`src/ctl_port_consts.vh`:
```
// Constants for the two-wire codec control port target.
// Included by the target module; holds definitions only.
`ifndef CTL_PORT_CONSTS_VH
`define CTL_PORT_CONSTS_VH

// ==========================================
// Bus identity and register map
`define TARGET_ADDR 7'h10
`define LAST_REG 8'h1c
`define REG_COUNT 29
`define REG_RESET 8'h00
`define PTR_RESET 8'h00

// ==========================================
// Serial clock limit, for reference against sampling delay
`define FSCL_MAX_KHZ 400
`define CORE_CLK_MHZ 200

// ==========================================
// Target states
`define ST_IDLE 3'h0
`define ST_RX 3'h1
`define ST_ACK 3'h2
`define ST_TX 3'h3
`define ST_RACK 3'h4

// ==========================================
// Kind of byte being received
`define KIND_ADDR 2'h0
`define KIND_PTR 2'h1
`define KIND_DATA 2'h2

`endif

```
`src/codec_i2c_control_slave.v`:
```
// Two-wire control port target of the codec, with its configuration registers.
// Assumes external pull-ups on both lines and a core clock far faster than the bus clock.
`timescale 1ns/10ps
`default_nettype none
`include "ctl_port_consts.vh"

module codec_i2c_control_slave (
   input wire core_clk,
   input wire srst,
   input wire scl_in,
   input wire sda_in,
   output wire sda_out,
   output wire sda_oe,
   output wire busy,
   output reg wr_pulse,
   output reg [7:0] wr_addr,
   output reg [7:0] wr_data,
   input wire [4:0] cfg_rd_addr,
   output reg [7:0] cfg_rd_data
);

   // ==========================================
   // Helpers
   function in_map;
      input [7:0] a;
      begin
         in_map = (a <= `LAST_REG);
      end
   endfunction

   // ==========================================
   // Pin synchronisers and condition detection
   // Sampling delay is a few core cycles, far below the shortest clock-high time at 400kHz
   reg scl_s1_reg, scl_s2_reg, scl_d_reg;
   reg sda_s1_reg, sda_s2_reg, sda_d_reg;
   wire scl_rise = scl_s2_reg & ~scl_d_reg;
   wire scl_fall = ~scl_s2_reg & scl_d_reg;
   wire scl_high = scl_s2_reg & scl_d_reg;
   wire start_det = scl_high & sda_d_reg & ~sda_s2_reg;
   wire stop_raw = scl_high & ~sda_d_reg & sda_s2_reg;
   reg start_pulse_reg;
   wire stop_det = stop_raw & ~start_pulse_reg;

   always @(posedge core_clk) begin
      if (srst) begin
         // Idle lines rest high
         scl_s1_reg <= 1'b1;
         scl_s2_reg <= 1'b1;
         scl_d_reg <= 1'b1;
         sda_s1_reg <= 1'b1;
         sda_s2_reg <= 1'b1;
         sda_d_reg <= 1'b1;
      end else begin
         scl_s1_reg <= scl_in;
         scl_s2_reg <= scl_s1_reg;
         scl_d_reg <= scl_s2_reg;
         sda_s1_reg <= sda_in;
         sda_s2_reg <= sda_s1_reg;
         sda_d_reg <= sda_s2_reg;
      end
   end

   // ==========================================
   // Target state machine
   reg [2:0] state_reg;
   reg [3:0] cnt_reg;
   reg [7:0] shift_reg;
   reg [1:0] kind_reg;
   reg rw_reg;
   reg ptr_set_reg;
   reg [7:0] ptr_reg;
   reg oe_reg;
   reg [7:0] regs_mem [0:`REG_COUNT-1];
   wire [7:0] tx_byte = in_map(ptr_reg) ? regs_mem[ptr_reg[4:0]] : 8'h00;
   integer i;

   // Open drain: only ever pull low or release
   assign sda_out = 1'b0;
   assign sda_oe = oe_reg;
   assign busy = (state_reg != `ST_IDLE);

   always @(posedge core_clk) begin
      if (srst) begin
         state_reg <= `ST_IDLE;
         cnt_reg <= 4'h0;
         shift_reg <= 8'h00;
         kind_reg <= `KIND_ADDR;
         rw_reg <= 1'b0;
         ptr_set_reg <= 1'b0;
         ptr_reg <= `PTR_RESET;
         oe_reg <= 1'b0;
         start_pulse_reg <= 1'b0;
         wr_pulse <= 1'b0;
         wr_addr <= 8'h00;
         wr_data <= 8'h00;
         cfg_rd_data <= 8'h00;
         for (i = 0; i < `REG_COUNT; i = i + 1) begin
            regs_mem[i] <= `REG_RESET;
         end
      end else begin
         wr_pulse <= 1'b0;
         cfg_rd_data <= in_map({3'h0, cfg_rd_addr}) ? regs_mem[cfg_rd_addr] : 8'h00;
         if (scl_fall) begin
            start_pulse_reg <= 1'b0;
         end
         if (start_det) begin
            // START or repeated START opens an address phase
            start_pulse_reg <= 1'b1;
            state_reg <= `ST_RX;
            kind_reg <= `KIND_ADDR;
            cnt_reg <= 4'h0;
            oe_reg <= 1'b0;
         end else if (stop_det) begin
            state_reg <= `ST_IDLE;
            oe_reg <= 1'b0;
            ptr_set_reg <= 1'b0;
         end else begin
            case (state_reg)
               `ST_IDLE: begin
                  oe_reg <= 1'b0;
               end
               `ST_RX: begin
                  // Sample on rising clock while the line is stable
                  if (scl_rise) begin
                     shift_reg <= {shift_reg[6:0], sda_s2_reg};
                     cnt_reg <= cnt_reg + 4'h1;
                  end else if (scl_fall && cnt_reg == 4'h8) begin
                     case (kind_reg)
                        `KIND_ADDR: begin
                           if (shift_reg[7:1] == `TARGET_ADDR) begin
                              rw_reg <= shift_reg[0];
                              oe_reg <= 1'b1;
                              state_reg <= `ST_ACK;
                              if (shift_reg[0] && !ptr_set_reg) begin
                                 ptr_reg <= `PTR_RESET;
                              end
                           end else begin
                              state_reg <= `ST_IDLE;
                           end
                        end
                        `KIND_PTR: begin
                           ptr_reg <= shift_reg;
                           ptr_set_reg <= 1'b1;
                           oe_reg <= 1'b1;
                           state_reg <= `ST_ACK;
                        end
                        default: begin
                           // Reserved addresses are acknowledged but not stored
                           if (in_map(ptr_reg)) begin
                              regs_mem[ptr_reg[4:0]] <= shift_reg;
                              wr_pulse <= 1'b1;
                              wr_addr <= ptr_reg;
                              wr_data <= shift_reg;
                           end
                           ptr_reg <= ptr_reg + 8'h01;
                           oe_reg <= 1'b1;
                           state_reg <= `ST_ACK;
                        end
                     endcase
                  end
               end
               `ST_ACK: begin
                  // Release only when the ninth clock falls
                  if (scl_fall) begin
                     cnt_reg <= 4'h0;
                     if (kind_reg == `KIND_ADDR && rw_reg) begin
                        shift_reg <= tx_byte;
                        oe_reg <= ~tx_byte[7];
                        ptr_reg <= ptr_reg + 8'h01;
                        cnt_reg <= 4'h1;
                        state_reg <= `ST_TX;
                     end else begin
                        oe_reg <= 1'b0;
                        kind_reg <= (kind_reg == `KIND_ADDR) ? `KIND_PTR : `KIND_DATA;
                        state_reg <= `ST_RX;
                     end
                  end
               end
               `ST_TX: begin
                  // Data changes only while the clock is low
                  if (scl_fall) begin
                     if (cnt_reg == 4'h8) begin
                        oe_reg <= 1'b0;
                        state_reg <= `ST_RACK;
                     end else begin
                        shift_reg <= {shift_reg[6:0], 1'b0};
                        oe_reg <= ~shift_reg[6];
                        cnt_reg <= cnt_reg + 4'h1;
                     end
                  end
               end
               `ST_RACK: begin
                  if (scl_rise && sda_s2_reg) begin
                     // Not-acknowledge ends the read; wait for STOP or START
                     state_reg <= `ST_IDLE;
                  end else if (scl_fall) begin
                     shift_reg <= tx_byte;
                     oe_reg <= ~tx_byte[7];
                     ptr_reg <= ptr_reg + 8'h01;
                     cnt_reg <= 4'h1;
                     state_reg <= `ST_TX;
                  end
               end
               default: begin
                  state_reg <= `ST_IDLE;
                  oe_reg <= 1'b0;
               end
            endcase
         end
      end
   end

endmodule

`default_nettype wire

```
`config.mk`:
```
export PLATFORM = sky130hd
export DESIGN_NAME = codec_i2c_control_slave
export DESIGN_NICKNAME = d
export VERILOG_FILES = /design/src/codec_i2c_control_slave.v
export VERILOG_INCLUDE_DIRS = /design/src
export SDC_FILE = /design/constraint.sdc
export NUM_CORES = 1
export LEC_CHECK = 0
export ABC_CLOCK_PERIOD_IN_PS = 4600
export BUFFER_PORTS_ARGS = -buffer_cell sky130_fd_sc_hd__buf_2
export CAP_MARGIN = 20
export CORE_MARGIN = 3
export CORE_UTILIZATION = 46
export CTS_BUF_LIST = sky130_fd_sc_hd__clkbuf_4
export CTS_CLUSTER_SIZE = 28
export DETAILED_ROUTE_END_ITERATION = 8
export PLACE_DENSITY = 0.72
export SYNTH_ARGS = -nofsm -noshare
export SYNTH_HDL_FRONTEND = slang
export SYNTH_SLANG_ARGS = --single-unit
```
`constraint.sdc`:
```
create_clock -name core_clk -period 4.6 [get_ports core_clk]
set_clock_uncertainty 0.2 [all_clocks]
set_input_delay 1.15 -clock core_clk [delete_from_list [all_inputs] [get_ports core_clk]]
set_output_delay 1.15 -clock core_clk [all_outputs]
set_load 0.02 [all_outputs]
```
Word-level counts from Yosys, hierarchy flattened
Memory sizes are Yosys's and may differ from the RTL's. A register that Yosys moved wholly into a read port is not among the register bits.
Index checks and enable logic that the tools add are counted.

word-level totals
  register bits after elaboration = 52
  latch bits = 0
  bits in writable memories = 232
  bits in read-only memories = 0
  output and inout bits = 28
  memories kept = 1

cells by class
  add/subtract/negate cells = 2
  multipliers = 0
  divide/modulo/power cells = 0
  $lt $le $gt $ge = 2
  equality and inequality tests = 28
  shift operators = 0
  mux-type cells = 75
  bitwise operators = 22
  reductions and logical operators = 29

memories
  memory    words  bits a word  read ports  clocked after Yosys merged registers in  wr ports  line                          source
  regs_mem  29     8            2           2                                        29        codec_i2c_control_slave.v:73  reg [7:0] regs_mem [0:`REG_COUNT-1];

operator list
  cell                 count
  $mux 8               17
  $reduce_and 7->1     5
  $mux 1               32
  $pmux 8 s4           1
  $mux 3               8
  $mux 4               6
  $pmux 8 s3           1
  $ne 2x2->1 const B   10
  $ne 4x4->1 const B   5
  $pmux 4 s4           1
  $pmux 8 s2           1
  $mux 5               3
  $pmux 3 s5           1
  $not 1->1            14
  $ne 3x3->1 const B   4
  $reduce_and 11->1    1
  $reduce_and 10->1    1
  $add 8x1->8 const B  1
  $and 1x1->1          8
  $le 8x5->1 const B   1
  $reduce_and 8->1     1
  $reduce_bool 2->1    4
  $reduce_or 8->1      1
  $eq 7x5->1 const B   1
  21 further kinds     30

Longest topological paths before layout
  depth after elaboration = 12
  depth in mapped cells = 8
  gate-level depth less buffers = 7

Worst setup path before layout
OpenSTA, ideal clock, no wires.

  kind = input to register
  start point = input srst
  end point = memory regs_mem[20][0], enable pin
  library setup time = 0.384 ns
  arrival = 2.764 ns
  required time = 4.016 ns
  path slack = 1.252 ns
  stages on the path = 5
  path buffers = 2
  path through = clkbuf_1 nor4_4 nand3_1 clkbuf_1 o21ai_0

RTL lines
  element          line                          source
  start, declared  codec_i2c_control_slave.v:9   input wire srst,
  end, declared    codec_i2c_control_slave.v:73

Final worst setup path
  start point = register state_reg[1]
  end point = register shift_reg[5]

on the way
  longest elaborated chain between the ends = 3
  elaborated cells between the ends (all ways) = 14
  those cells by class = 11 x eq/ne; 1 x mux; 2 x reduce/logical

RTL lines
  element                                                           line                           source
  start, declared                                                   codec_i2c_control_slave.v:65   reg [2:0] state_reg;
  start signal, assigned                                            codec_i2c_control_slave.v:84   state_reg <= `ST_IDLE;
  start signal, assigned                                            codec_i2c_control_slave.v:109  state_reg <= `ST_RX;
  start signal, assigned                                            codec_i2c_control_slave.v:114  state_reg <= `ST_IDLE;
  $eq 3x2->1, or another cell as far along                          codec_i2c_control_slave.v:118  case (state_reg)
  $ne 2x2->1 (no line) / $reduce_bool 4->1 (equally long branches)  -
  $reduce_and 10->1 (no line)                                       -
  end signal, assigned                                              codec_i2c_control_slave.v:125  shift_reg <= {shift_reg[6:0], sda_s2_reg};
  end signal, assigned                                              codec_i2c_control_slave.v:167  shift_reg <= tx_byte;
  end signal, assigned                                              codec_i2c_control_slave.v:186  shift_reg <= {shift_reg[6:0], 1'b0};
  end, declared                                                     codec_i2c_control_slave.v:67   reg [7:0] shift_reg;

Parallel ways exist; a longest one is shown, timed or not.
A chain may end at the register's enable or synchronous reset.

==> summary.md <==
| Metric | Value |
|---|---|
| Status | `completed` |
| Worst path slowest cell | `nor2_1` |
| Crit share post-route | `73.7%` |
| Top delay family on crit path | `compound AO/OA/AOI/OAI gates` |
| Sw Share | `24.9%` |
| Total power | `6360 µW` |
| Initial core utilization | `46.7%` |
| Primary FF master, synth | `edfxtp_1` |
| Required @ worst endpoint | `4990 ps` |
| Crit Path Max Fanout | `17` |
| Most frequent cells in the layout | `edfxtp_1 (256), and2_1 (238), mux4_2 (144)` |
| Port Buffer Count | `35` |
| Hold buffer count at cts | `0` |
| RSZ-0062 raised after global routing | `no` |
| H-tree depth | `3` |
| Vias in the first global route | `11.0k` |
| Fin worst setup slack | `1210 ps` |
| CTS buffer count | `85` |
| Ys async rst share | `0%` |
| Total net switching power | `1580 µW` |
| Min-Delay Path Class | `register to register` |
| Global-route wire length before repair | `70.3 mm` |
| CTS tree | `done` |
| Setup TNS | `0 ps` |
| Register-to-register setup slack | `1210 ps` |
| Layout net count | `1303` |
| Root Buffer | `clkbuf_4` |
| Placeable Area | `35700 µm²` |
| Most flop-heavy register | `regs_mem` |
| Max IR drop VDD | `194 µV` |
| Via density | `6.20` |
| Syn_nets | `1216` |
| Setup CP Type | `register to register` |
| Tot GR Track Use | `24.2%` |
| Mapped Area | `16600 µm²` |
| Setup bufs post-CTS | `0` |
| Io pins | `37` |
| Startpoint types | `register` |
| Area delta synth->final | `11.6%` |
| Multi-input logic area | `7140 µm²` |
| Seq pwr share | `52.3%` |
| Most common cell after layout, fill and taps aside | `edfxtp_1` |
| Static Leakage | `0.00631 µW` |
| Die span in x | `196 µm` |
| Syn Area/Cell | `13.9 µm²` |
| Period minus WS final | `3390 ps` |
| Worst setup EP type | `register` |
| Fillers | `2951` |
| Max Slew Vio Count | `0` |
| Gates resized, CTS repair | `0` |
| Clock sink total | `321` |
| Initial antenna violation count | `1` |
| Critical path buffers and inverters | `0` |
| CTS Buffer Depth | `3` |
| Clk slew on worst S/H paths | `80 ps` |
| Critical path cell sequence | `xor2_1, o2111ai_2, nor2_1, o211ai_1, a311oi_1` |
| Total Wirelength | `46.3 mm` |
| Half-perimeter wire length after placement | `32.0 mm` |
| Remaining global-route overflow | `0` |
| Clock power frac | `40.3%` |
| Max-slew headroom | `27.0%` |
| Synthesized flop and latch total | `321` |
| Critical Path AT | `3780 ps` |
| Worst Tran Pin Value | `1080 ps` |
| DRC violations left | `0` |
| Worst Hold Path Cells | `1` |
| Min-delay src | `sda_s1_reg` |
| Number of synthesized flops with an enable pin | `256` |
| Delay of the slowest critical-path stage | `800 ps` |
| DR pass1 iterations | `8` |
| Pwr Density | `343 nW/µm²` |
| Final Hold Fails | `0` |
| Fmax | `295 MHz` |
| Worst-skew pair later-pin latency | `770 ps` |
| Share of layout cells above drive strength 1 | `29.7%` |
| Final Wtd Congestion | `0.951` |
| Yosys warnings | `0` |
| Library cells used by synthesis | `58` |
| R2R cell count | `5` |
| Storage element area | `8990 µm²` |
| Remaining antenna violation count | `0` |
| Internal cell power | `4780 µW` |
| WP depth | `5` |
| Syn Inst Count | `1201` |
| FP Rows | `69` |
| Worst Setup SP | `state_reg[1]` |
| Max-cap violation count | `0` |
| # setup viols final | `0` |
| Max reg flops | `256` |
| Combinational share of power | `7.4%` |
| Place WS | `962 ps` |
| Iteration-0 DRC count of the detailed router | `1650` |
| DR WL/cell | `25.5 µm` |
| Reg2Reg Launch Point | `state_reg[1]` |
| Die Height | `196 µm` |
| Die area | `38500 µm²` |
| DR vias | `11.3k` |
| Sequential fraction of the synthesis area | `54.0%` |
| Largest net degree at the start of global routing | `46` |
[final timing paths]
path	endpoint
worst max register to register	shift_reg[5]
worst min register to register	sda_s2_reg
worst min-delay path	sda_s2_reg
worst max-delay path	shift_reg[5]
[power by group through the flow]
stage | combinational [µW] | sequential [µW] | clock (µW)
floorplan | 305 | 3350 | 0
global placement | 458 | 3380 | 0
detailed placement | 465 | 3380 | 0
CTS | 467 | 3320 | 2600
global route | 497 | 3330 | 2760
finish | 472 | 3330 | 2560
[final cells by class]
| type | count | share of cell area, % |
|---|---|---|
| clock buffers | 121 | 4.89 |
| repair buffers | 98 | 3.60 |
| flip-flops and latches | 321 | 48.4 |
| inverters | 25 | 0.505 |
| clock inverters | 32 | 0.997 |
| diodes | 1 | 0.0135 |
| well taps | 461 | 3.11 |
| multi-input cells | 757 | 38.5 |
[metrics by stage]
step                      hold WS [ps]  util [%]  area [µm²]  instances
final                              216      52.1       18600       1816
after global routing               215      52.1       18600       1816
after CTS                          215      52.0       18500       1812
after detailed placement           200      48.9       17400       1659
after global placement             193      48.9       17400       1659
after floorplan                    189         -       16600       1201
[layer usage]
layer / vias up / global-route usage [%] / routed length [µm]
li1: 4827 / - / -
met1: 5654 / 36.0 / 19700
met2: 710 / 35.4 / 20700
met3: 68 / 5.96 / 4890
met4: 0 / 7.79 / 1080
met5: - / 0 / 0
[logic make-up (layout without fill, tap and decap cells)]
family | after synthesis | in the layout | synth area share [%]
buffers and inverters | 123 | 276 | 3.12
flip-flops | 321 | 321 | 54.0
adder cells (fa/ha/maj) | 6 | 6 | 0.451
other | 1 | 2 | 0.0225
AO/OA/AOI/OAI | 166 | 166 | 6.60
multiplexers | 177 | 177 | 21.5
AND/OR/NAND/NOR | 406 | 406 | 14.2
XOR/XNOR | 1 | 1 | 0.0526
[cell usage after synthesis, types with 3 or more instances]
cell        n  area (µm²)
o311ai_0    6        52.6
nor4_1      4        25.0
clkbuf_1   67         251
or2_2       9        56.3
a31oi_1     7        43.8
mux4_2    144        3240
o211ai_1   11        82.6
a311oi_1    8        70.1
o21ai_0    40         200
edfxtp_1  256        7690
a22oi_1    18         135
or3b_2      4        35.0
ha_1        6        75.1
buf_2      19        95.1
o22ai_1    12        75.1
inv_1      25        93.8
a21oi_1    30         150
nand4b_1    3        26.3
mux2i_1    25         250
and2_1    238        1490
nand2b_1    7        43.8
buf_4       5        37.5
dfxtp_1    65        1300
a211oi_1   12        90.1
buf_1       5        18.8
nand2_1    24        90.1
mux2_2      8        90.1
nand3b_1    6        45.0
nor3b_1    10        75.1
o31ai_1     7        52.6
nor2b_1     7        43.8
nand3_1    16        80.1
nor2_1     64         240
No activity file was read; power rests on OpenSTA's default activity.
